===== src/logic/dual_timer_pkg.sv =====
package dual_timer_pkg;
  localparam int unsigned addr_w = 8;
  localparam int unsigned data_w = 8;
  // Register offsets
  localparam logic [7:0] off_irq_enable = 8'hE2;
  localparam logic [7:0] off_event = 8'hE3;
  localparam logic [7:0] off_a_value = 8'hE8;
  localparam logic [7:0] off_a_control = 8'hE9;
  localparam logic [7:0] off_a_snapshot = 8'hEA;
  localparam logic [7:0] off_a_snapshot_inv = 8'hEB;
  localparam logic [7:0] off_b_value = 8'hEC;
  localparam logic [7:0] off_b_control = 8'hED;
  // Control field positions
  localparam int unsigned bit_run = 7;
  localparam int unsigned bit_reload_inhibit = 6;
  localparam int unsigned bit_event_edge = 5;
  localparam int unsigned bit_snap_source = 4;
  localparam int unsigned bit_snap_edge = 3;
  localparam int unsigned bit_duty = 2;
  localparam int unsigned bit_clk_hi = 1;
  localparam int unsigned bit_clk_lo = 0;
  // Event and enable bit positions
  localparam int unsigned bit_evt_a = 3;
  localparam int unsigned bit_evt_b = 2;
  // Reset values
  localparam logic [7:0] value_reset = 8'hFF;
  localparam logic [7:0] zero_byte = 8'h00;
  localparam logic [7:0] snap_reset = 8'h00;
  // Prescaler terminal counts
  localparam logic [3:0] div4_mask = 4'h3;
  localparam logic [3:0] div16_mask = 4'hF;
  // Clock select encodings
  localparam logic [1:0] clk_div1 = 2'h0;
  localparam logic [1:0] clk_div4 = 2'h1;
  localparam logic [1:0] clk_div16 = 2'h2;
  localparam logic [1:0] clk_pin = 2'h3;
  // Duty phase states of the underflow output
  typedef enum logic [1:0] {
    phase_low = 2'b00,
    phase_high1 = 2'b01,
    phase_high2 = 2'b11
  } duty_phase_t;
endpackage


===== src/logic/dual_timer_with_capture.sv =====
// Contract
// - Timer A is 8-bit, decrements per tick, underflows at clock over reload plus one.
// - Reading timer A value gives live count; writing sets reload value.
// - Capture trigger stores count in snapshot and its complement in second register.
// - Run bit 1 starts and preloads; 1 while running ignored; 0 stops.
// - Reload inhibit 1 disables auto reload at underflow; 0 reloads.
// - Event edge bit picks rising 0 or falling 1 of external clock.
// - Snapshot source 0 is infrared input when in input mode, 1 port1 pin1.
// - Snapshot edge bit picks rising 0 or falling 1 of capture source.
// - Underflow output duty 1:1 when bit 0; low one, high two when 1.
// - Timer A clock select: osc, osc/4, osc/16, port1 pin0 edges.
// - Timer B is 8-bit down-counter underflowing at clock over reload plus one.
// - Reading timer B value gives live count; writing sets reload value.
// - Timer B clock select 0 is oscillator, 1 is oscillator over 16.
// - Each underflow sets its own sticky event flag until software clears it.
// - Writing 0 to a timer bit of event clear clears that event.
// - Underflow interrupts only when its enable bit is 1; enables reset to 0.
`timescale 1ns/1ps
`default_nettype none
module dual_timer_with_capture (
  input wire logic mclk,
  input wire logic rst,
  input wire logic [dual_timer_pkg::addr_w-1:0] addr,
  input wire logic [dual_timer_pkg::data_w-1:0] wdata,
  input wire logic wr,
  input wire logic rd,
  output logic [dual_timer_pkg::data_w-1:0] rdata,
  input wire logic port1_pin0,
  input wire logic port1_pin1,
  input wire logic infrared_input,
  input wire logic infrared_input_mode,
  output logic underflow_out,
  output logic irq
);
  import dual_timer_pkg::*;

  function automatic logic edge_hit(input logic prev, input logic cur, input logic falling);
    edge_hit = falling ? (prev & ~cur) : (~prev & cur);
  endfunction

  // Two-stage synchronisers for the three pins, then one history stage
  logic [2:0] pin_meta;
  logic [2:0] pin_sync;
  logic [2:0] pin_prev;
  wire [2:0] pin_raw = {infrared_input, port1_pin1, port1_pin0};
  genvar gi;
  generate
    for (gi = 0; gi < 3; gi++) begin : g_sync
      always_ff @(posedge mclk or posedge rst) begin
        if (rst) begin
          // Pins idle high on their pull-ups, so no false rising edge follows reset
          pin_meta[gi] <= 1'b1;
          pin_sync[gi] <= 1'b1;
          pin_prev[gi] <= 1'b1;
        end else begin
          pin_meta[gi] <= pin_raw[gi];
          pin_sync[gi] <= pin_meta[gi];
          pin_prev[gi] <= pin_sync[gi];
        end
      end
    end
  endgenerate

  // Registers
  logic [7:0] a_reload, a_count, a_ctl, a_snap, a_snap_inv;
  logic [7:0] b_reload, b_count, b_ctl;
  logic [7:0] irq_enable, event_status;
  logic [3:0] prescale;
  logic ir_mode_meta, ir_mode_sync;
  duty_phase_t phase;

  wire wr_a_value = wr && (addr == off_a_value);
  wire wr_a_ctl = wr && (addr == off_a_control);
  wire wr_b_value = wr && (addr == off_b_value);
  wire wr_b_ctl = wr && (addr == off_b_control);
  wire wr_enable = wr && (addr == off_irq_enable);
  wire wr_event = wr && (addr == off_event);

  // Run bit: rising write starts with preload, repeated 1 ignored
  wire a_start = wr_a_ctl && wdata[bit_run] && !a_ctl[bit_run];
  wire b_start = wr_b_ctl && wdata[bit_run] && !b_ctl[bit_run];

  // Tick generation
  wire [1:0] a_sel = {a_ctl[bit_clk_hi], a_ctl[bit_clk_lo]};
  wire pin0_edge = edge_hit(pin_prev[0], pin_sync[0], a_ctl[bit_event_edge]);
  wire tick4 = (prescale & div4_mask) == div4_mask;
  wire tick16 = prescale == div16_mask;
  wire a_tick_src = (a_sel == clk_div1) ? 1'b1 :
                    (a_sel == clk_div4) ? tick4 :
                    (a_sel == clk_div16) ? tick16 : pin0_edge;
  wire b_tick_src = b_ctl[bit_clk_lo] ? tick16 : 1'b1;
  wire a_tick = a_ctl[bit_run] && a_tick_src && !a_start;
  wire b_tick = b_ctl[bit_run] && b_tick_src && !b_start;
  wire a_under = a_tick && (a_count == zero_byte);
  wire b_under = b_tick && (b_count == zero_byte);

  // Capture trigger selection
  wire snap_src_now = a_ctl[bit_snap_source] ? pin_sync[1] : pin_sync[2];
  wire snap_src_old = a_ctl[bit_snap_source] ? pin_prev[1] : pin_prev[2];
  wire snap_gate = a_ctl[bit_snap_source] || ir_mode_sync;
  wire snap_hit = snap_gate && edge_hit(snap_src_old, snap_src_now, a_ctl[bit_snap_edge]);

  // Next counts
  wire [7:0] next_a_count = a_start ? a_reload :
                            !a_tick ? a_count :
                            (a_count != zero_byte) ? a_count - 8'h01 :
                            a_ctl[bit_reload_inhibit] ? a_count : a_reload;
  wire [7:0] next_b_count = b_start ? b_reload :
                            !b_tick ? b_count :
                            (b_count != zero_byte) ? b_count - 8'h01 :
                            b_ctl[bit_reload_inhibit] ? b_count : b_reload;
  wire a_halt = a_under && a_ctl[bit_reload_inhibit];
  wire b_halt = b_under && b_ctl[bit_reload_inhibit];

  // Event flags: set wins over clear
  wire [7:0] evt_set = ({7'h00, a_under} << bit_evt_a) | ({7'h00, b_under} << bit_evt_b);
  wire [7:0] evt_keep = wr_event ? (event_status & wdata) : event_status;
  wire [7:0] evt_mask = ({7'h00, 1'b1} << bit_evt_a) | ({7'h00, 1'b1} << bit_evt_b);
  wire [7:0] next_event = (evt_keep | evt_set) & evt_mask;
  wire next_irq = |(next_event & irq_enable);

  // Duty phase of the underflow output
  duty_phase_t next_phase;
  always_comb begin
    next_phase = phase;
    if (a_under) begin
      case (phase)
        phase_low: next_phase = phase_high1;
        phase_high1: next_phase = a_ctl[bit_duty] ? phase_high2 : phase_low;
        phase_high2: next_phase = phase_low;
        default: next_phase = phase_low;
      endcase
    end
  end

  // Read data
  wire [7:0] next_rdata = (addr == off_a_value) ? a_count :
                          (addr == off_a_snapshot) ? a_snap :
                          (addr == off_a_snapshot_inv) ? a_snap_inv :
                          (addr == off_b_value) ? b_count :
                          (addr == off_irq_enable) ? irq_enable :
                          (addr == off_event) ? event_status : zero_byte;

  always_ff @(posedge mclk or posedge rst) begin
    if (rst) begin
      ir_mode_meta <= 1'b0;
      ir_mode_sync <= 1'b0;
    end else begin
      ir_mode_meta <= infrared_input_mode;
      ir_mode_sync <= ir_mode_meta;
    end
  end

  always_ff @(posedge mclk or posedge rst) begin
    if (rst) begin
      prescale <= 4'h0;
    end else begin
      prescale <= prescale + 4'h1;
    end
  end

  always_ff @(posedge mclk or posedge rst) begin
    if (rst) begin
      a_reload <= value_reset;
      a_count <= value_reset;
    end else begin
      if (wr_a_value) begin
        a_reload <= wdata;
      end
      a_count <= next_a_count;
    end
  end

  always_ff @(posedge mclk or posedge rst) begin
    if (rst) begin
      a_ctl <= zero_byte;
    end else if (wr_a_ctl) begin
      a_ctl <= wdata;
    end else if (a_halt) begin
      a_ctl[bit_run] <= 1'b0;
    end
  end

  always_ff @(posedge mclk or posedge rst) begin
    if (rst) begin
      b_reload <= value_reset;
      b_count <= value_reset;
    end else begin
      if (wr_b_value) begin
        b_reload <= wdata;
      end
      b_count <= next_b_count;
    end
  end

  always_ff @(posedge mclk or posedge rst) begin
    if (rst) begin
      b_ctl <= zero_byte;
    end else if (wr_b_ctl) begin
      b_ctl <= wdata;
    end else if (b_halt) begin
      b_ctl[bit_run] <= 1'b0;
    end
  end

  always_ff @(posedge mclk or posedge rst) begin
    if (rst) begin
      a_snap <= snap_reset;
      a_snap_inv <= ~snap_reset;
    end else if (snap_hit) begin
      a_snap <= a_count;
      a_snap_inv <= ~a_count;
    end
  end

  always_ff @(posedge mclk or posedge rst) begin
    if (rst) begin
      irq_enable <= zero_byte;
      event_status <= zero_byte;
      irq <= 1'b0;
    end else begin
      if (wr_enable) begin
        irq_enable <= wdata & evt_mask;
      end
      event_status <= next_event;
      irq <= next_irq;
    end
  end

  always_ff @(posedge mclk or posedge rst) begin
    if (rst) begin
      phase <= phase_low;
      underflow_out <= 1'b0;
      rdata <= zero_byte;
    end else begin
      phase <= next_phase;
      underflow_out <= (next_phase != phase_low);
      rdata <= rd ? next_rdata : zero_byte;
    end
  end
endmodule
`default_nettype wire


===== config.mk =====
export PLATFORM = sky130hd
export DESIGN_NAME = dual_timer_with_capture
export DESIGN_NICKNAME = d
export VERILOG_FILES = /design/src/logic/dual_timer_pkg.sv /design/src/logic/dual_timer_with_capture.sv
export SDC_FILE = /design/constraint.sdc
export NUM_CORES = 1
export LEC_CHECK = 0
export BUFFER_PORTS_ARGS = -buffer_cell sky130_fd_sc_hd__buf_4
export CORE_ASPECT_RATIO = 1.75
export CORE_UTILIZATION = 54
export DETAILED_ROUTE_END_ITERATION = 6
export PLACE_DENSITY = 0.76
export SYNTH_ARGS = -nofsm -noshare
export SYNTH_HDL_FRONTEND = slang
export SYNTH_SLANG_ARGS = --single-unit

===== constraint.sdc =====
create_clock -name mclk -period 2.4 [get_ports mclk]
set_input_delay 0.24 -clock mclk [delete_from_list [all_inputs] [get_ports mclk]]
set_output_delay 0.24 -clock mclk [all_outputs]
set_load 0.1 [all_outputs]

==> results of run 1 <==
## routing by layer
layer	up-vias	GRT usage (%)	wire length [microns]
met1	1593	28.47	3875
met3	28	4.817	317
met4	0	12.00	369
met5	-	0	0
met2	88	43.63	5262
li1	1540	-	-
## metrics by stage
step	power, mW	setup TNS [ns]
global placement	3.312	0
global route	5.077	0
finish	4.815	0
detailed placement	3.359	-0.07797
floorplan	2.986	0
CTS	4.835	0
## registers in the layout, indices dropped and copies added, names as in the netlist, 2 cells and up
name,count
a_ctl,8
pin_meta,3
b_ctl,3
a_snap,8
rdata,8
phase,2
prescale,4
pin_sync,3
a_reload,8
a_snap_inv,8
b_reload,8
b_count,8
a_count,8
irq_enable,2
event_status,2
pin_prev,3
## final cells by class
class,count,area share (%)
clock inverter,5,1.183
tap,90,2.173
inverter,13,1.014
sequential,90,44.64
multi-input combinational,264,37.66
timing repair buffer,55,8.450
clock buffer,11,4.877
## kinds of logic (layout without fill, tap and decap cells)
kind of cell	after synthesis	in the layout
flops	90	90
mux	39	39
xor+xnor	3	3
fa+ha+maj	4	4
buf+inv	31	84
compound gates	102	102
simple gates	116	116
## layout by cell type (no fill, tap or decap), drive strengths merged, types with 4 or more instances in the layout
master / Yosys / layout
o21ai: 28 / 28
nand3: 11 / 11
dfrtp: 41 / 41
nand2: 31 / 31
nand4b: 4 / 4
buf: 3 / 50
ha: 4 / 4
a21oi: 15 / 15
or3: 7 / 7
mux2: 35 / 35
dfstp: 49 / 49
a2bb2oi: 10 / 10
mux2i: 4 / 4
nor4: 6 / 6
o31ai: 5 / 5
o22a: 5 / 5
clkbuf: 15 / 11
nor3: 9 / 9
inv: 13 / 13
clkinvlp: 0 / 4
o211ai: 7 / 7
dlygate4sd3: 0 / 5
nand2b: 4 / 4
nor3b: 6 / 6
nor2: 15 / 15
## critical path, cell delays in order (launching register included)
cell     delay, ns
dfstp_2       0.39
inv_1         0.07
ha_1          0.19
or4b_4        0.52
or4_4         0.56
nand3_4       0.12
nor3_1        0.06
a311o_1       0.32
## worst paths after layout
check	to	depth (start not counted)	slack [ns]
worst max-delay path	a_count[0]$_DFFE_PP1P_	7	0.1
worst min-delay path	a_reload[4]$_DFFE_PP1P_	2	0.16
worst max register to register	a_count[0]$_DFFE_PP1P_	7	0.1
worst min register to register	pin_sync[0]$_DFF_PP1_	0	0.35
max in group asynchronous	pin_meta[0]$_DFF_PP1_	4	1.26
min in group asynchronous	b_ctl[6]$_DFFE_PP0N_	3	0.43
## power breakdown
group          switching (mW)  total (mW)  internal (mW)
clock network           0.598        1.47          0.867
logic                   0.585        1.09          0.502
registers               0.287        2.26           1.98
## repair_timing
action,in CTS,in global routing
setup endpoints to repair,6,0
resized for setup,1,0
hold endpoints to repair,5,0
setup buffers,0,0
hold buffers,5,0
==> flow_summary.html, run 1 <==
<table>
<tr><th>Metric</th><th>Value</th></tr>
<tr><th colspan="2">Timing</th></tr>
<tr><td>Hold violation total from the final report</td><td>0</td></tr>
<tr><td>Setup repair after global routing missed its margin</td><td>no</td></tr>
<tr><td>Worst slew margin</td><td>60.32%</td></tr>
<tr><td>Final hold slack</td><td>0.1562 ns</td></tr>
<tr><td>Final slew viol count</td><td>0</td></tr>
<tr><td>Transition time at the pin with the least slew margin</td><td>0.5802 ns</td></tr>
<tr><td>Total setup violations reported at the end of the flow</td><td>0</td></tr>
<tr><td>Final critical path time including I/O delays and setup</td><td>2.302 ns</td></tr>
<tr><td>Final worst-path setup slack</td><td>0.09755 ns</td></tr>
<tr><td>Part of the cycle the worst path needs</td><td>95.94%</td></tr>
<tr><td>FMAX</td><td>434.3 MHz</td></tr>
<tr><td>Fin Clk Skew</td><td>0.007791 ns</td></tr>
<tr><th colspan="2">Clock tree</th></tr>
<tr><td>Clock latency reported for the late side of the worst-skew pair</td><td>0.34 ns</td></tr>
<tr><td>Buffer depth of the longest clock path</td><td>2</td></tr>
<tr><td>CTS tree</td><td>yes</td></tr>
<tr><td>Total clock buffers created by CTS</td><td>9</td></tr>
<tr><td>Clock H-tree levels</td><td>3</td></tr>
<tr><td>Number of sinks on the clock net</td><td>90</td></tr>
<tr><td>Clock Tree Root</td><td>clkbuf_16</td></tr>
<tr><td>Clock slew seen by the registers of the worst setup and hold paths</td><td>0.06 ns</td></tr>
<tr><th colspan="2">Finish</th></tr>
<tr><td>Layout-stage area growth over the synthesis result</td><td>18.24%</td></tr>
<tr><td>Multi-input logic area</td><td>0.001952 sq mm</td></tr>
<tr><td>Reg area</td><td>0.002313 sq mm</td></tr>
<tr><td>Layout fillers</td><td>620</td></tr>
<tr><td>Final core utilization</td><td>65.53%</td></tr>
<tr><td>Share of cells above drive strength 1</td><td>37.90%</td></tr>
<tr><td>Diode insertion count for antenna repair</td><td>0</td></tr>
<tr><td>Final instance area</td><td>0.005182 sq mm</td></tr>
<tr><td>NumNets Final</td><td>461</td></tr>
<tr><td>Post-route non-filler standard cell count</td><td>528</td></tr>
<tr><th colspan="2">GRT</th></tr>
<tr><td>Pin count of the biggest net entering global routing</td><td>78</td></tr>
<tr><td>Antenna violations before repair</td><td>0</td></tr>
<tr><td>Via count of the first global-routing pass</td><td>3282</td></tr>
<tr><td>Overall fraction of global-route tracks in use</td><td>24.78%</td></tr>
<tr><td>Total grt overflow</td><td>0</td></tr>
<tr><td>Wire length of the first global-routing pass</td><td>16140 microns</td></tr>
<tr><th colspan="2">Min path</th></tr>
<tr><td>Worst min-delay path class</td><td>in2reg</td></tr>
<tr><td>Launch instance of the worst min-delay path</td><td>wdata[4]</td></tr>
<tr><th colspan="2">Drt</th></tr>
<tr><td>Final Routed Wirelength</td><td>9824 microns</td></tr>
<tr><td>Routed length per instance</td><td>18.61 microns</td></tr>
<tr><td>Antenna violation net count after detailed routing</td><td>0</td></tr>
<tr><td>Post-route DRC</td><td>0</td></tr>
<tr><td>Number of vias after detailed routing</td><td>3249</td></tr>
<tr><td>Starting DRT DRC Count</td><td>272</td></tr>
<tr><td>First-pass detailed-route iteration total</td><td>5</td></tr>
<tr><td>Vias per Instance</td><td>6.153</td></tr>
<tr><th colspan="2">Critical path</th></tr>
<tr><td>Critical Path End Type</td><td>flip-flop</td></tr>
<tr><td>Arrival time of data at the critical path endpoint</td><td>2.57 ns</td></tr>
<tr><td>Required time worst endpoint</td><td>2.67 ns</td></tr>
<tr><td>Critical path startpoint category</td><td>flip-flop</td></tr>
<tr><td>Reg-to-reg startpoint</td><td>a_count[1]$_DFFE_PP1P_</td></tr>
<tr><td>Category of the critical setup timing path</td><td>reg2reg</td></tr>
<tr><td>Critical path launch point</td><td>a_count[1]$_DFFE_PP1P_</td></tr>
<tr><td>Peak fanout along the critical path</td><td>7</td></tr>
<tr><th colspan="2">Logic synthesis</th></tr>
<tr><td>Count leader, synth</td><td>dfstp_2</td></tr>
<tr><td>Avg Synthesized Cell Area</td><td>11.38 sq um</td></tr>
<tr><td>Post-synthesis compound-gate area fraction</td><td>16.27%</td></tr>
<tr><td>Post-Synth XOR/XNOR Area</td><td>0.5995%</td></tr>
<tr><td>Count of flip-flops with a built-in enable after synthesis</td><td>0</td></tr>
<tr><td>Synth async-reset ratio</td><td>100.0%</td></tr>
<tr><td>Dominant register cell in the synthesized netlist</td><td>dfstp_2</td></tr>
<tr><td>Fraction of the mapped netlist area in simple logic gates</td><td>16.41%</td></tr>
<tr><td>#FFs+latches synth</td><td>90</td></tr>
<tr><td>Count of mapped cells out of synthesis</td><td>385</td></tr>
<tr><td>Synth top area share</td><td>29.37%</td></tr>
<tr><td>Most numerous cell types in the synthesized netlist</td><td>dfstp_2 (49), dfrtp_1 (41), mux2_2 (35), nand2_1 (31), o21ai_0 (26)</td></tr>
<tr><td>Combinational family with the most area after synthesis</td><td>simple AND/OR/NAND/NOR gates</td></tr>
<tr><td>Fraction of the yosys area taken by sequential cells</td><td>52.78%</td></tr>
<tr><td>Post-synth net total</td><td>413</td></tr>
<tr><td>Multiplexer share of the synthesized area</td><td>9.906%</td></tr>
<tr><td>Synth Cell Area</td><td>0.004383 sq mm</td></tr>
<tr><td>Cell taking the most area after synthesis</td><td>dfstp_2</td></tr>
<tr><td>Number of distinct library cells after synthesis</td><td>69</td></tr>
<tr><td>Yosys Warn Count</td><td>0</td></tr>
<tr><td>Cells taking the most area after synthesis</td><td>dfstp_2 (29%), dfrtp_1 (23%), mux2_2 (9.0%)</td></tr>
<tr><td>Synth Area in Adders</td><td>1.142%</td></tr>
<tr><th colspan="2">Floorplanning</th></tr>
<tr><td>Starting density of the core</td><td>55.42%</td></tr>
<tr><td>Standard-cell rows</td><td>43</td></tr>
<tr><td>Total die area</td><td>0.008495 sq mm</td></tr>
<tr><td>IO Pins</td><td>34</td></tr>
<tr><td>Die Ht</td><td>121.2 microns</td></tr>
<tr><td>DIE WIDTH</td><td>70.11 microns</td></tr>
<tr><td>Core area</td><td>0.007909 sq mm</td></tr>
<tr><th colspan="2">Pwr</th></tr>
<tr><td>Leakage power</td><td>2.216 nW</td></tr>
<tr><td>Power density over cell area</td><td>929.1 mW/mm^2</td></tr>
<tr><td>Maximum VDD drop</td><td>0.6658 mV</td></tr>
<tr><th colspan="2">Placed design</th></tr>
<tr><td>Pre-CTS setup slack</td><td>-0.02597 ns</td></tr>
<tr><td>Estimated wirelength of the detail-placed design</td><td>7251 microns</td></tr>
<tr><td>Final weighted congestion of routability-driven global placement</td><td>0.9612</td></tr>
<tr><td>Placed cell count</td><td>507</td></tr>
<tr><td>Cell area after placement</td><td>0.004815 sq mm</td></tr>
<tr><td>Count of buffers from port buffering</td><td>33</td></tr>
<tr><th colspan="2">Run</th></tr>
<tr><td>Total of max-cap violations</td><td>0</td></tr>
<tr><th colspan="2">Run status</th></tr>
<tr><td>Status</td><td>completed</td></tr>
</table>
No activity file was read; power rests on OpenSTA's default activity.
==> run 2, diff against run 1 <==
--- a/config.mk
+++ b/config.mk
@@ -5,11 +5,12 @@
 export SDC_FILE = /design/constraint.sdc
 export NUM_CORES = 1
 export LEC_CHECK = 0
-export BUFFER_PORTS_ARGS = -buffer_cell sky130_fd_sc_hd__buf_4
 export CORE_ASPECT_RATIO = 1.75
-export CORE_UTILIZATION = 54
+export CORE_UTILIZATION = 57
 export DETAILED_ROUTE_END_ITERATION = 6
-export PLACE_DENSITY = 0.76
+export DONT_BUFFER_PORTS = 1
+export PLACE_DENSITY = 0.75
+export SLEW_MARGIN = 0
 export SYNTH_ARGS = -nofsm -noshare
 export SYNTH_HDL_FRONTEND = slang
 export SYNTH_SLANG_ARGS = --single-unit
==> run 2 against run 1 <==
Compared with the run above: first-iteration DRC count rose by 9.2%; combinational power fell by 13%; die area decreased by 5.2%; utilization is 0.41 points lower; sequential power rose by 4%; clock power decreased by 9%; highest routed layer unchanged; largest cell class unchanged; global-route usage rose by 1.6 points; register-to-register slack improved by 0.03 ns; sequential share of layout area is 2.6 points higher.
==> flow_summary.html, run 2 (synthesis results as in run 1) <==
<table>
<tr><th>Metric</th><th>Value</th></tr>
<tr><th colspan="2">Pwr</th></tr>
<tr><td>Maximum VDD drop</td><td>0.7476 mV (was 0.6658 mV)</td></tr>
<tr><td>Final Total Pwr</td><td>4.637 mW (was 4.815 mW)</td></tr>
<tr><td>Switching part of the total</td><td>31.47% (was 30.54%)</td></tr>
<tr><td>Power density over cell area</td><td>947.7 mW/mm^2 (was 929.1 mW/mm^2)</td></tr>
<tr><td>Comb pwr share</td><td>20.5% (was 22.6%)</td></tr>
<tr><td>Cell internal pwr</td><td>3.178 mW (was 3.345 mW)</td></tr>
<tr><td>Clock group share of total power</td><td>29.0% (was 30.4%)</td></tr>
<tr><td>Net Sw Power</td><td>1.459 mW (was 1.470 mW)</td></tr>
<tr><td>Leakage power</td><td>2.036 nW (was 2.216 nW)</td></tr>
<tr><td>Part of the power in registers</td><td>50.5% (was 47.0%)</td></tr>
<tr><th colspan="2">Critical path</th></tr>
<tr><td>Critical path startpoint category</td><td>flip-flop (unchanged)</td></tr>
<tr><td>Required time worst endpoint</td><td>2.66 ns (was 2.67 ns)</td></tr>
<tr><td>Crit-path slowest cell</td><td>or4_4 (unchanged)</td></tr>
<tr><td>R2R cell count</td><td>7 (unchanged)</td></tr>
<tr><td>Critical Path End Type</td><td>flip-flop (unchanged)</td></tr>
<tr><td>Reg2Reg Capture Point</td><td>a_count[0]$_DFFE_PP1P_ (unchanged)</td></tr>
<tr><td>Cell type group with the largest total delay on the critical path</td><td>simple AND/OR/NAND/NOR gates (unchanged)</td></tr>
<tr><td>Category of the critical setup timing path</td><td>reg2reg (unchanged)</td></tr>
<tr><td>Arrival time of data at the critical path endpoint</td><td>2.54 ns (was 2.57 ns)</td></tr>
<tr><td>Number of buffer and inverter stages on the critical path</td><td>1 (unchanged)</td></tr>
<tr><td>Delay of the slowest cell on the worst path</td><td>0.56 ns (about the same)</td></tr>
<tr><td>Peak fanout along the critical path</td><td>6 (was 7)</td></tr>
<tr><td>CP cell instances</td><td>inv_1 -&gt; ha_1 -&gt; or4b_4 -&gt; or4_4 -&gt; nand3_4 -&gt; nor3_1 -&gt; a311o_1 (unchanged)</td></tr>
<tr><td>Reg-to-reg startpoint</td><td>a_count[1]$_DFFE_PP1P_ (unchanged)</td></tr>
<tr><td>Register-to-register setup slack</td><td>0.13 ns (was 0.1 ns)</td></tr>
<tr><th colspan="2">Min path</th></tr>
<tr><td>Cell depth of the worst min-delay path</td><td>2 (unchanged)</td></tr>
<tr><td>Worst min-delay path class</td><td>in2reg (unchanged)</td></tr>
<tr><td>Worst min-delay path endpoint</td><td>a_ctl[7]$_DFFE_PP0P_ (was a_reload[4]$_DFFE_PP1P_)</td></tr>
<tr><td>Launch instance of the worst min-delay path</td><td>wdata[7] (was wdata[4])</td></tr>
<tr><th colspan="2">Clock tree</th></tr>
<tr><td>Post-CTS setup repair buffer count</td><td>0 (unchanged)</td></tr>
<tr><td>Clock Tree Root</td><td>clkbuf_16 (unchanged)</td></tr>
<tr><td>Clock H-tree levels</td><td>3 (unchanged)</td></tr>
<tr><td>Number of sinks on the clock net</td><td>90 (unchanged)</td></tr>
<tr><td>CTS tree</td><td>yes (unchanged)</td></tr>
<tr><td>Total clock buffers created by CTS</td><td>9 (unchanged)</td></tr>
<tr><td>Buffer depth of the longest clock path</td><td>2 (unchanged)</td></tr>
<tr><td>Clock slew seen by the registers of the worst setup and hold paths</td><td>0.07 ns (was 0.06 ns)</td></tr>
<tr><td>Clock latency reported for the late side of the worst-skew pair</td><td>0.34 ns (about the same)</td></tr>
<tr><th colspan="2">Placed design</th></tr>
<tr><td>Pre-CTS setup slack</td><td>0.02377 ns (was -0.02597 ns)</td></tr>
<tr><td>Final weighted congestion of routability-driven global placement</td><td>0.8781 (was 0.9612)</td></tr>
<tr><td>Estimated wirelength of the detail-placed design</td><td>6933 microns (was 7251 microns)</td></tr>
<tr><td>Count of buffers from port buffering</td><td>0 (was 33)</td></tr>
<tr><th colspan="2">Run status</th></tr>
<tr><td>Status</td><td>completed (unchanged)</td></tr>
<tr><th colspan="2">Drt</th></tr>
<tr><td>Routed length per instance</td><td>19.33 microns (was 18.61 microns)</td></tr>
<tr><td>Post-route DRC</td><td>0 (unchanged)</td></tr>
<tr><td>Antenna violation net count after detailed routing</td><td>0 (unchanged)</td></tr>
<tr><td>Vias per Instance</td><td>6.467 (was 6.153)</td></tr>
<tr><td>Number of vias after detailed routing</td><td>3169 (was 3249)</td></tr>
<tr><td>Starting DRT DRC Count</td><td>297 (was 272)</td></tr>
<tr><td>First-pass detailed-route iteration total</td><td>4 (was 5)</td></tr>
<tr><td>Final Routed Wirelength</td><td>9472 microns (was 9824 microns)</td></tr>
<tr><th colspan="2">Floorplanning</th></tr>
<tr><td>IO Pins</td><td>34 (unchanged)</td></tr>
<tr><td>Starting density of the core</td><td>58.33% (was 55.42%)</td></tr>
<tr><td>DIE WIDTH</td><td>68.29 microns (was 70.11 microns)</td></tr>
<tr><td>Standard-cell rows</td><td>42 (was 43)</td></tr>
<tr><td>Die Ht</td><td>118 microns (was 121.2 microns)</td></tr>
<tr><td>Total die area</td><td>0.008058 sq mm (was 0.008495 sq mm)</td></tr>
<tr><td>Core area</td><td>0.007515 sq mm (was 0.007909 sq mm)</td></tr>
<tr><th colspan="2">Finish</th></tr>
<tr><td>Most common cell after layout, fill and taps aside</td><td>dfstp_2</td></tr>
<tr><td>Top library cells by usage in the layout, fill and taps aside</td><td>dfstp_2 (49), dfrtp_1 (41), mux2_2 (35) (was dfstp_2 (49), buf_4 (49), dfrtp_1 (41))</td></tr>
<tr><td>Diode insertion count for antenna repair</td><td>0 (unchanged)</td></tr>
<tr><td>NumNets Final</td><td>425 (was 461)</td></tr>
<tr><td>Share of cells above drive strength 1</td><td>32.84% (was 37.90%)</td></tr>
<tr><td>Layout-stage area growth over the synthesis result</td><td>11.65% (was 18.24%)</td></tr>
<tr><th colspan="2">Timing</th></tr>
<tr><td>Fin Clk Skew</td><td>0.005219 ns (was 0.007791 ns)</td></tr>
<tr><td>Part of the cycle the worst path needs</td><td>94.77% (was 95.94%)</td></tr>
<tr><td>Setup repair after global routing missed its margin</td><td>no (unchanged)</td></tr>
<tr><td>Total setup violations reported at the end of the flow</td><td>0 (unchanged)</td></tr>
<tr><td>Final critical path time including I/O delays and setup</td><td>2.275 ns (was 2.302 ns)</td></tr>
<tr><td>Worst slew margin</td><td>41.65% (was 60.32%)</td></tr>
<tr><td>Final worst-path setup slack</td><td>0.1255 ns (was 0.09755 ns)</td></tr>
<tr><td>FMAX</td><td>439.7 MHz (was 434.3 MHz)</td></tr>
<tr><td>Hold violation total from the final report</td><td>0 (unchanged)</td></tr>
<tr><td>Final sum of negative setup slack</td><td>0 ns (unchanged)</td></tr>
<tr><td>Transition time at the pin with the least slew margin</td><td>0.8758 ns (was 0.5802 ns)</td></tr>
<tr><td>Final slew viol count</td><td>0 (unchanged)</td></tr>
<tr><th colspan="2">Run</th></tr>
<tr><td>Total of max-cap violations</td><td>0 (unchanged)</td></tr>
<tr><th colspan="2">GRT</th></tr>
<tr><td>Total grt overflow</td><td>0 (unchanged)</td></tr>
<tr><td>Overall fraction of global-route tracks in use</td><td>26.34% (was 24.78%)</td></tr>
<tr><td>Pin count of the biggest net entering global routing</td><td>36 (was 78)</td></tr>
<tr><td>Wire length of the first global-routing pass</td><td>15610 microns (was 16140 microns)</td></tr>
<tr><td>Antenna violations before repair</td><td>0 (unchanged)</td></tr>
<tr><td>Via count of the first global-routing pass</td><td>3197 (was 3282)</td></tr>
</table>
[run 2: through the flow]
step | hold WS (ns) | instances | area (sq um) | utilization [%]
floorplan | 0.2445 | 385 | 4387 | -
detailed placement | 0.2445 | 469 | 4542 | 60.44
CTS | 0.01419 | 490 | 4880 | 64.94
finish | 0.02036 | 490 | 4893 | 65.12
global placement | 0.2358 | 469 | 4542 | 60.44
global route | 0.02847 | 490 | 4893 | 65.12
[run 2: layout make-up]
class | count | area [sq um]
fillers | 574 | 2621
flip-flops and latches | 90 | 2313
multi-input cells | 264 | 1962
clock buffers | 10 | 239.0
repair buffers | 19 | 167.7
well taps | 88 | 110.1
inverters | 13 | 52.55
clock inverters | 6 | 48.80
[run 2: timing repair]
item,in CTS,in global routing
endpoints found under the hold margin,23,0
hold buffers,5,0
resized for setup,0,3
endpoints found under the setup margin,0,17
[run 2: power by group through the flow]
| stage | sequential (mW) | clock [mW] | combinational, mW |
|---|---|---|---|
| 2_1_floorplan | 2.23 | 0 | 0.756 |
| 3_3_place_gp | 2.34 | 0 | 0.893 |
| 3_5_place_dp | 2.36 | 0 | 0.923 |
| 4_1_cts | 2.34 | 1.37 | 0.938 |
| 5_1_grt | 2.39 | 1.43 | 1.06 |
| 6_report | 2.34 | 1.34 | 0.951 |
[run 2: how the worst max path moves through the flow]
stage | startpoint | to | slack [ns] | depth (start not counted)
after floorplan | a_count[0]$_DFFE_PP1P_ | a_count[0]$_DFFE_PP1P_ | 0.07 | 9
after global placement | a_count[0]$_DFFE_PP1P_ | a_count[5]$_DFFE_PP1P_ | 0.07 | 6
after detailed placement | a_count[0]$_DFFE_PP1P_ | a_count[7]$_DFFE_PP1P_ | 0.02 | 6
after CTS | a_count[1]$_DFFE_PP1P_ | a_count[7]$_DFFE_PP1P_ | 0.007 | 6
after global routing | a_count[1]$_DFFE_PP1P_ | a_count[0]$_DFFE_PP1P_ | 0.02 | 7
final | a_count[1]$_DFFE_PP1P_ | a_count[0]$_DFFE_PP1P_ | 0.13 | 7
[run 2: worst reg2reg max path, stage by stage (launching register included)]
cell and delay, ns:
dfstp_2 0.37, inv_1 0.06, ha_1 0.19, or4b_4 0.52, or4_4 0.56, nand3_4 0.11, nor3_1 0.06, a311o_1 0.31
[run 2: layer usage]
layer	up-vias	wire, microns	global-route usage [%]
li1	1468	-	-
met1	1602	3668	30.81
met2	78	5079	43.75
met3	21	430	6.008
met4	0	293	12.37
met5	-	0	0
==> run 3, diff against run 2 <==
--- a/config.mk
+++ b/config.mk
@@ -6,10 +6,9 @@
 export NUM_CORES = 1
 export LEC_CHECK = 0
 export CORE_ASPECT_RATIO = 1.75
-export CORE_UTILIZATION = 57
+export CORE_UTILIZATION = 35
 export DETAILED_ROUTE_END_ITERATION = 6
 export DONT_BUFFER_PORTS = 1
-export PLACE_DENSITY = 0.75
 export SLEW_MARGIN = 0
 export SYNTH_ARGS = -nofsm -noshare
 export SYNTH_HDL_FRONTEND = slang
==> run 3 against run 2 <==
Compared with the run above: sequential share of layout area decreased by 1.2 points; critical path type unchanged; critical path depth unchanged; die area increased by 61%; non-clock buffer count increased by 3; first-iteration DRC count decreased by 23%; final area increased by 2.5%; final cell count increased by 16%; clock skew increased by 0.0026 ns; combinational power increased by 1%; hold slack got worse by 0.0016 ns; total power increased by 2.0%.
==> flow_summary.html, run 3 (synthesis results as in run 1) <==
<table>
<tr><th>Metric</th><th>Value</th></tr>
<tr><th colspan="2">Critical path</th></tr>
<tr><td>Delay of the slowest cell on the worst path</td><td>0.52 ns (was 0.56 ns)</td></tr>
<tr><td>Cell type group with the largest total delay on the critical path</td><td>simple AND/OR/NAND/NOR gates (unchanged)</td></tr>
<tr><td>Required time worst endpoint</td><td>2.63 ns (was 2.66 ns)</td></tr>
<tr><td>Number of buffer and inverter stages on the critical path</td><td>1 (unchanged)</td></tr>
<tr><td>Category of the critical setup timing path</td><td>reg2reg (unchanged)</td></tr>
<tr><td>Critical Path End Type</td><td>flip-flop (unchanged)</td></tr>
<tr><td>CP cell instances</td><td>inv_1 -&gt; ha_1 -&gt; or4b_4 -&gt; or4_4 -&gt; nor3_4 -&gt; o21ai_1 -&gt; o21a_1 (was inv_1 -&gt; ha_1 -&gt; or4b_4 -&gt; or4_4 -&gt; nand3_4 -&gt; nor3_1 -&gt; a311o_1)</td></tr>
<tr><td>Peak fanout along the critical path</td><td>7 (was 6)</td></tr>
<tr><td>Arrival time of data at the critical path endpoint</td><td>2.52 ns (was 2.54 ns)</td></tr>
<tr><td>Crit-path slowest cell</td><td>or4b_4 (was or4_4)</td></tr>
<tr><td>Critical path startpoint category</td><td>flip-flop (unchanged)</td></tr>
<tr><th colspan="2">GRT</th></tr>
<tr><td>Pin count of the biggest net entering global routing</td><td>42 (was 36)</td></tr>
<tr><td>Antenna violations before repair</td><td>0 (unchanged)</td></tr>
<tr><td>Overall fraction of global-route tracks in use</td><td>16.99% (was 26.34%)</td></tr>
<tr><td>Total grt overflow</td><td>0 (unchanged)</td></tr>
<tr><td>Wire length of the first global-routing pass</td><td>16660 microns (was 15610 microns)</td></tr>
<tr><td>Via count of the first global-routing pass</td><td>3200 (was 3197)</td></tr>
<tr><th colspan="2">Pwr</th></tr>
<tr><td>Switching part of the total</td><td>30.59% (was 31.47%)</td></tr>
<tr><td>Comb pwr share</td><td>20.4% (was 20.5%)</td></tr>
<tr><td>Net Sw Power</td><td>1.446 mW (was 1.459 mW)</td></tr>
<tr><td>Leakage power</td><td>2.050 nW (was 2.036 nW)</td></tr>
<tr><td>Final Total Pwr</td><td>4.728 mW (was 4.637 mW)</td></tr>
<tr><td>Clock group share of total power</td><td>29.9% (was 29.0%)</td></tr>
<tr><td>Cell internal pwr</td><td>3.282 mW (was 3.178 mW)</td></tr>
<tr><td>Maximum VDD drop</td><td>0.5124 mV (was 0.7476 mV)</td></tr>
<tr><td>Part of the power in registers</td><td>49.7% (was 50.5%)</td></tr>
<tr><td>Power density over cell area</td><td>942.7 mW/mm^2 (was 947.7 mW/mm^2)</td></tr>
<tr><th colspan="2">Finish</th></tr>
<tr><td>Layout fillers</td><td>1176 (was 574)</td></tr>
<tr><td>Share of cells above drive strength 1</td><td>32.59% (was 32.84%)</td></tr>
<tr><td>Layout-stage area growth over the synthesis result</td><td>14.44% (was 11.65%)</td></tr>
<tr><td>Post-route non-filler standard cell count</td><td>570 (was 490)</td></tr>
<tr><td>Reg area</td><td>0.002313 sq mm (unchanged)</td></tr>
<tr><td>Diode insertion count for antenna repair</td><td>0 (unchanged)</td></tr>
<tr><td>Multi-input logic area</td><td>0.001956 sq mm (was 0.001962 sq mm)</td></tr>
<tr><td>Top library cells by usage in the layout, fill and taps aside</td><td>dfstp_2 (49), dfrtp_1 (41), mux2_2 (35) (unchanged)</td></tr>
<tr><td>NumNets Final</td><td>428 (was 425)</td></tr>
<tr><td>Most common cell after layout, fill and taps aside</td><td>dfstp_2 (unchanged)</td></tr>
<tr><th colspan="2">Timing</th></tr>
<tr><td>Part of the cycle the worst path needs</td><td>95.68% (was 94.77%)</td></tr>
<tr><td>Transition time at the pin with the least slew margin</td><td>0.8793 ns (was 0.8758 ns)</td></tr>
<tr><td>Setup repair after global routing missed its margin</td><td>no (unchanged)</td></tr>
<tr><td>Final hold slack</td><td>0.01880 ns (was 0.02036 ns)</td></tr>
<tr><td>FMAX</td><td>435.5 MHz (was 439.7 MHz)</td></tr>
<tr><td>Hold violation total from the final report</td><td>0 (unchanged)</td></tr>
<tr><td>Final sum of negative setup slack</td><td>0 ns (unchanged)</td></tr>
<tr><td>Final slew viol count</td><td>0 (unchanged)</td></tr>
<tr><td>Final critical path time including I/O delays and setup</td><td>2.296 ns (was 2.275 ns)</td></tr>
<tr><td>Worst slew margin</td><td>41.42% (was 41.65%)</td></tr>
<tr><td>Total setup violations reported at the end of the flow</td><td>0 (unchanged)</td></tr>
<tr><td>Final worst-path setup slack</td><td>0.1036 ns (was 0.1255 ns)</td></tr>
<tr><td>Fin Clk Skew</td><td>0.007791 ns (was 0.005219 ns)</td></tr>
<tr><th colspan="2">Floorplanning</th></tr>
<tr><td>DIE WIDTH</td><td>86.59 microns (was 68.29 microns)</td></tr>
<tr><td>IO Pins</td><td>34 (unchanged)</td></tr>
<tr><td>Core area</td><td>0.01214 sq mm (was 0.007515 sq mm)</td></tr>
<tr><td>Standard-cell rows</td><td>53 (was 42)</td></tr>
<tr><td>Total die area</td><td>0.01299 sq mm (was 0.008058 sq mm)</td></tr>
<tr><td>Starting density of the core</td><td>36.12% (was 58.33%)</td></tr>
<tr><td>Die Ht</td><td>150.0 microns (was 118 microns)</td></tr>
<tr><th colspan="2">Clock tree</th></tr>
<tr><td>Clock H-tree levels</td><td>3 (unchanged)</td></tr>
<tr><td>CTS tree</td><td>yes (unchanged)</td></tr>
<tr><td>Total clock buffers created by CTS</td><td>9 (unchanged)</td></tr>
<tr><td>Number of sinks on the clock net</td><td>90 (unchanged)</td></tr>
<tr><td>Post-CTS setup repair buffer count</td><td>0 (unchanged)</td></tr>
<tr><td>Clock Tree Root</td><td>clkbuf_16 (unchanged)</td></tr>
<tr><td>Clock slew seen by the registers of the worst setup and hold paths</td><td>0.06 ns (was 0.07 ns)</td></tr>
<tr><td>Buffer depth of the longest clock path</td><td>2 (unchanged)</td></tr>
<tr><td>Clock latency reported for the late side of the worst-skew pair</td><td>0.34 ns (about the same)</td></tr>
<tr><th colspan="2">Placed design</th></tr>
<tr><td>Estimated wirelength of the detail-placed design</td><td>7573 microns (was 6933 microns)</td></tr>
<tr><td>Final weighted congestion of routability-driven global placement</td><td>0.8539 (was 0.8781)</td></tr>
<tr><td>Pre-CTS setup slack</td><td>-0.002100 ns (was 0.02377 ns)</td></tr>
<tr><td>Count of buffers from port buffering</td><td>0 (unchanged)</td></tr>
<tr><td>Placed cell count</td><td>549 (was 469)</td></tr>
<tr><th colspan="2">Drt</th></tr>
<tr><td>Wire length on met2</td><td>5522 microns (was 5079 microns)</td></tr>
<tr><td>Detailed route wirelength on metal3</td><td>423 microns (was 430 microns)</td></tr>
<tr><td>Antenna violation net count after detailed routing</td><td>0 (unchanged)</td></tr>
<tr><td>Post-route DRC</td><td>0 (unchanged)</td></tr>
<tr><td>Routed length on met1</td><td>4020 microns (was 3668 microns)</td></tr>
<tr><td>Number of vias after detailed routing</td><td>3161 (was 3169)</td></tr>
<tr><td>Starting DRT DRC Count</td><td>229 (was 297)</td></tr>
<tr><td>Routed length per instance</td><td>18.14 microns (was 19.33 microns)</td></tr>
<tr><td>Final Routed Wirelength</td><td>10340 microns (was 9472 microns)</td></tr>
<tr><td>Topmost layer with routed signal wires</td><td>met4 (unchanged)</td></tr>
<tr><td>First-pass detailed-route iteration total</td><td>4 (unchanged)</td></tr>
<tr><td>Vias per Instance</td><td>5.546 (was 6.467)</td></tr>
<tr><th colspan="2">Run</th></tr>
<tr><td>Total of max-cap violations</td><td>0 (unchanged)</td></tr>
<tr><th colspan="2">Run status</th></tr>
<tr><td>Status</td><td>completed (unchanged)</td></tr>
<tr><th colspan="2">Min path</th></tr>
<tr><td>Worst min-delay path class</td><td>in2reg (unchanged)</td></tr>
</table>
run 3: changes by cell type in the layout (fill, tap and decap cells not counted):
cell | previous run | this run
clkbuf_1 | 0 | 2
nor4_1 | 3 | 4
bufinv_16 | 0 | 1
inv_6 | 2 | 0
clkinv_4 | 3 | 1
buf_4 | 13 | 16
clkinvlp_4 | 1 | 2
nor4_2 | 1 | 0
run 3: power by group through the flow:
stage / logic, mW / clock network, mW / registers, mW
global route: 1.08 / 1.50 / 2.40
floorplan: 0.756 / 0 / 2.23
detailed placement: 0.948 / 0 / 2.37
CTS: 0.965 / 1.45 / 2.35
global placement: 0.915 / 0 / 2.35
finish: 0.963 / 1.41 / 2.35
run 3: layout make-up:
cell class / instances / area share, %
inverters: 13 / 1.048
clock buffers: 12 / 4.914
multi-input cells: 264 / 38.99
clock inverters: 4 / 1.023
repair buffers: 22 / 3.791
well taps: 165 / 4.116
flip-flops and latches: 90 / 46.12
run 3: routing by layer:
metal | global-route usage (%) | vias to the layer above
li1 | - | 1469
met1 | 19.18 | 1578
met2 | 29.84 | 86
met3 | 4.137 | 28
met4 | 7.750 | 0
met5 | 0 | -
run 3: through the flow:
stage / area [sq um] / util [%]
CTS: 5012 / 41.30
detailed placement: 4661 / 38.41
global route: 5016 / 41.33
global placement: 4661 / 38.41
finish: 5016 / 41.33
floorplan: 4387 / -
run 3: final timing paths:
| path | end | cells past startpoint | start | slack, ns |
|---|---|---|---|---|
| max | phase[0]$_DFF_PP0_ | 7 | a_count[0]$_DFFE_PP1P_ | 0.10 |
| min | rdata[6]$_DFF_PP0_ | 2 | rd | 0.02 |
| max reg2reg | phase[0]$_DFF_PP0_ | 7 | a_count[0]$_DFFE_PP1P_ | 0.10 |
| min reg2reg | ir_mode_sync$_DFF_PP0_ | 0 | ir_mode_meta$_DFF_PP0_ | 0.35 |
| max in group asynchronous | a_snap_inv[0]$_DFFE_PP1P_ | 3 | rst | 1.14 |
| min in group asynchronous | prescale[1]$_DFF_PP0_ | 2 | rst | 0.49 |
run 3: timing repair:
| item | CTS | global route |
|---|---|---|
| cloned | 0 | 0 |
| hold buffers | 5 | 0 |
| gates resized for setup | 1 | 1 |
| endpoints found under the hold margin | 19 | 0 |
| endpoints found under the setup margin | 2 | 3 |
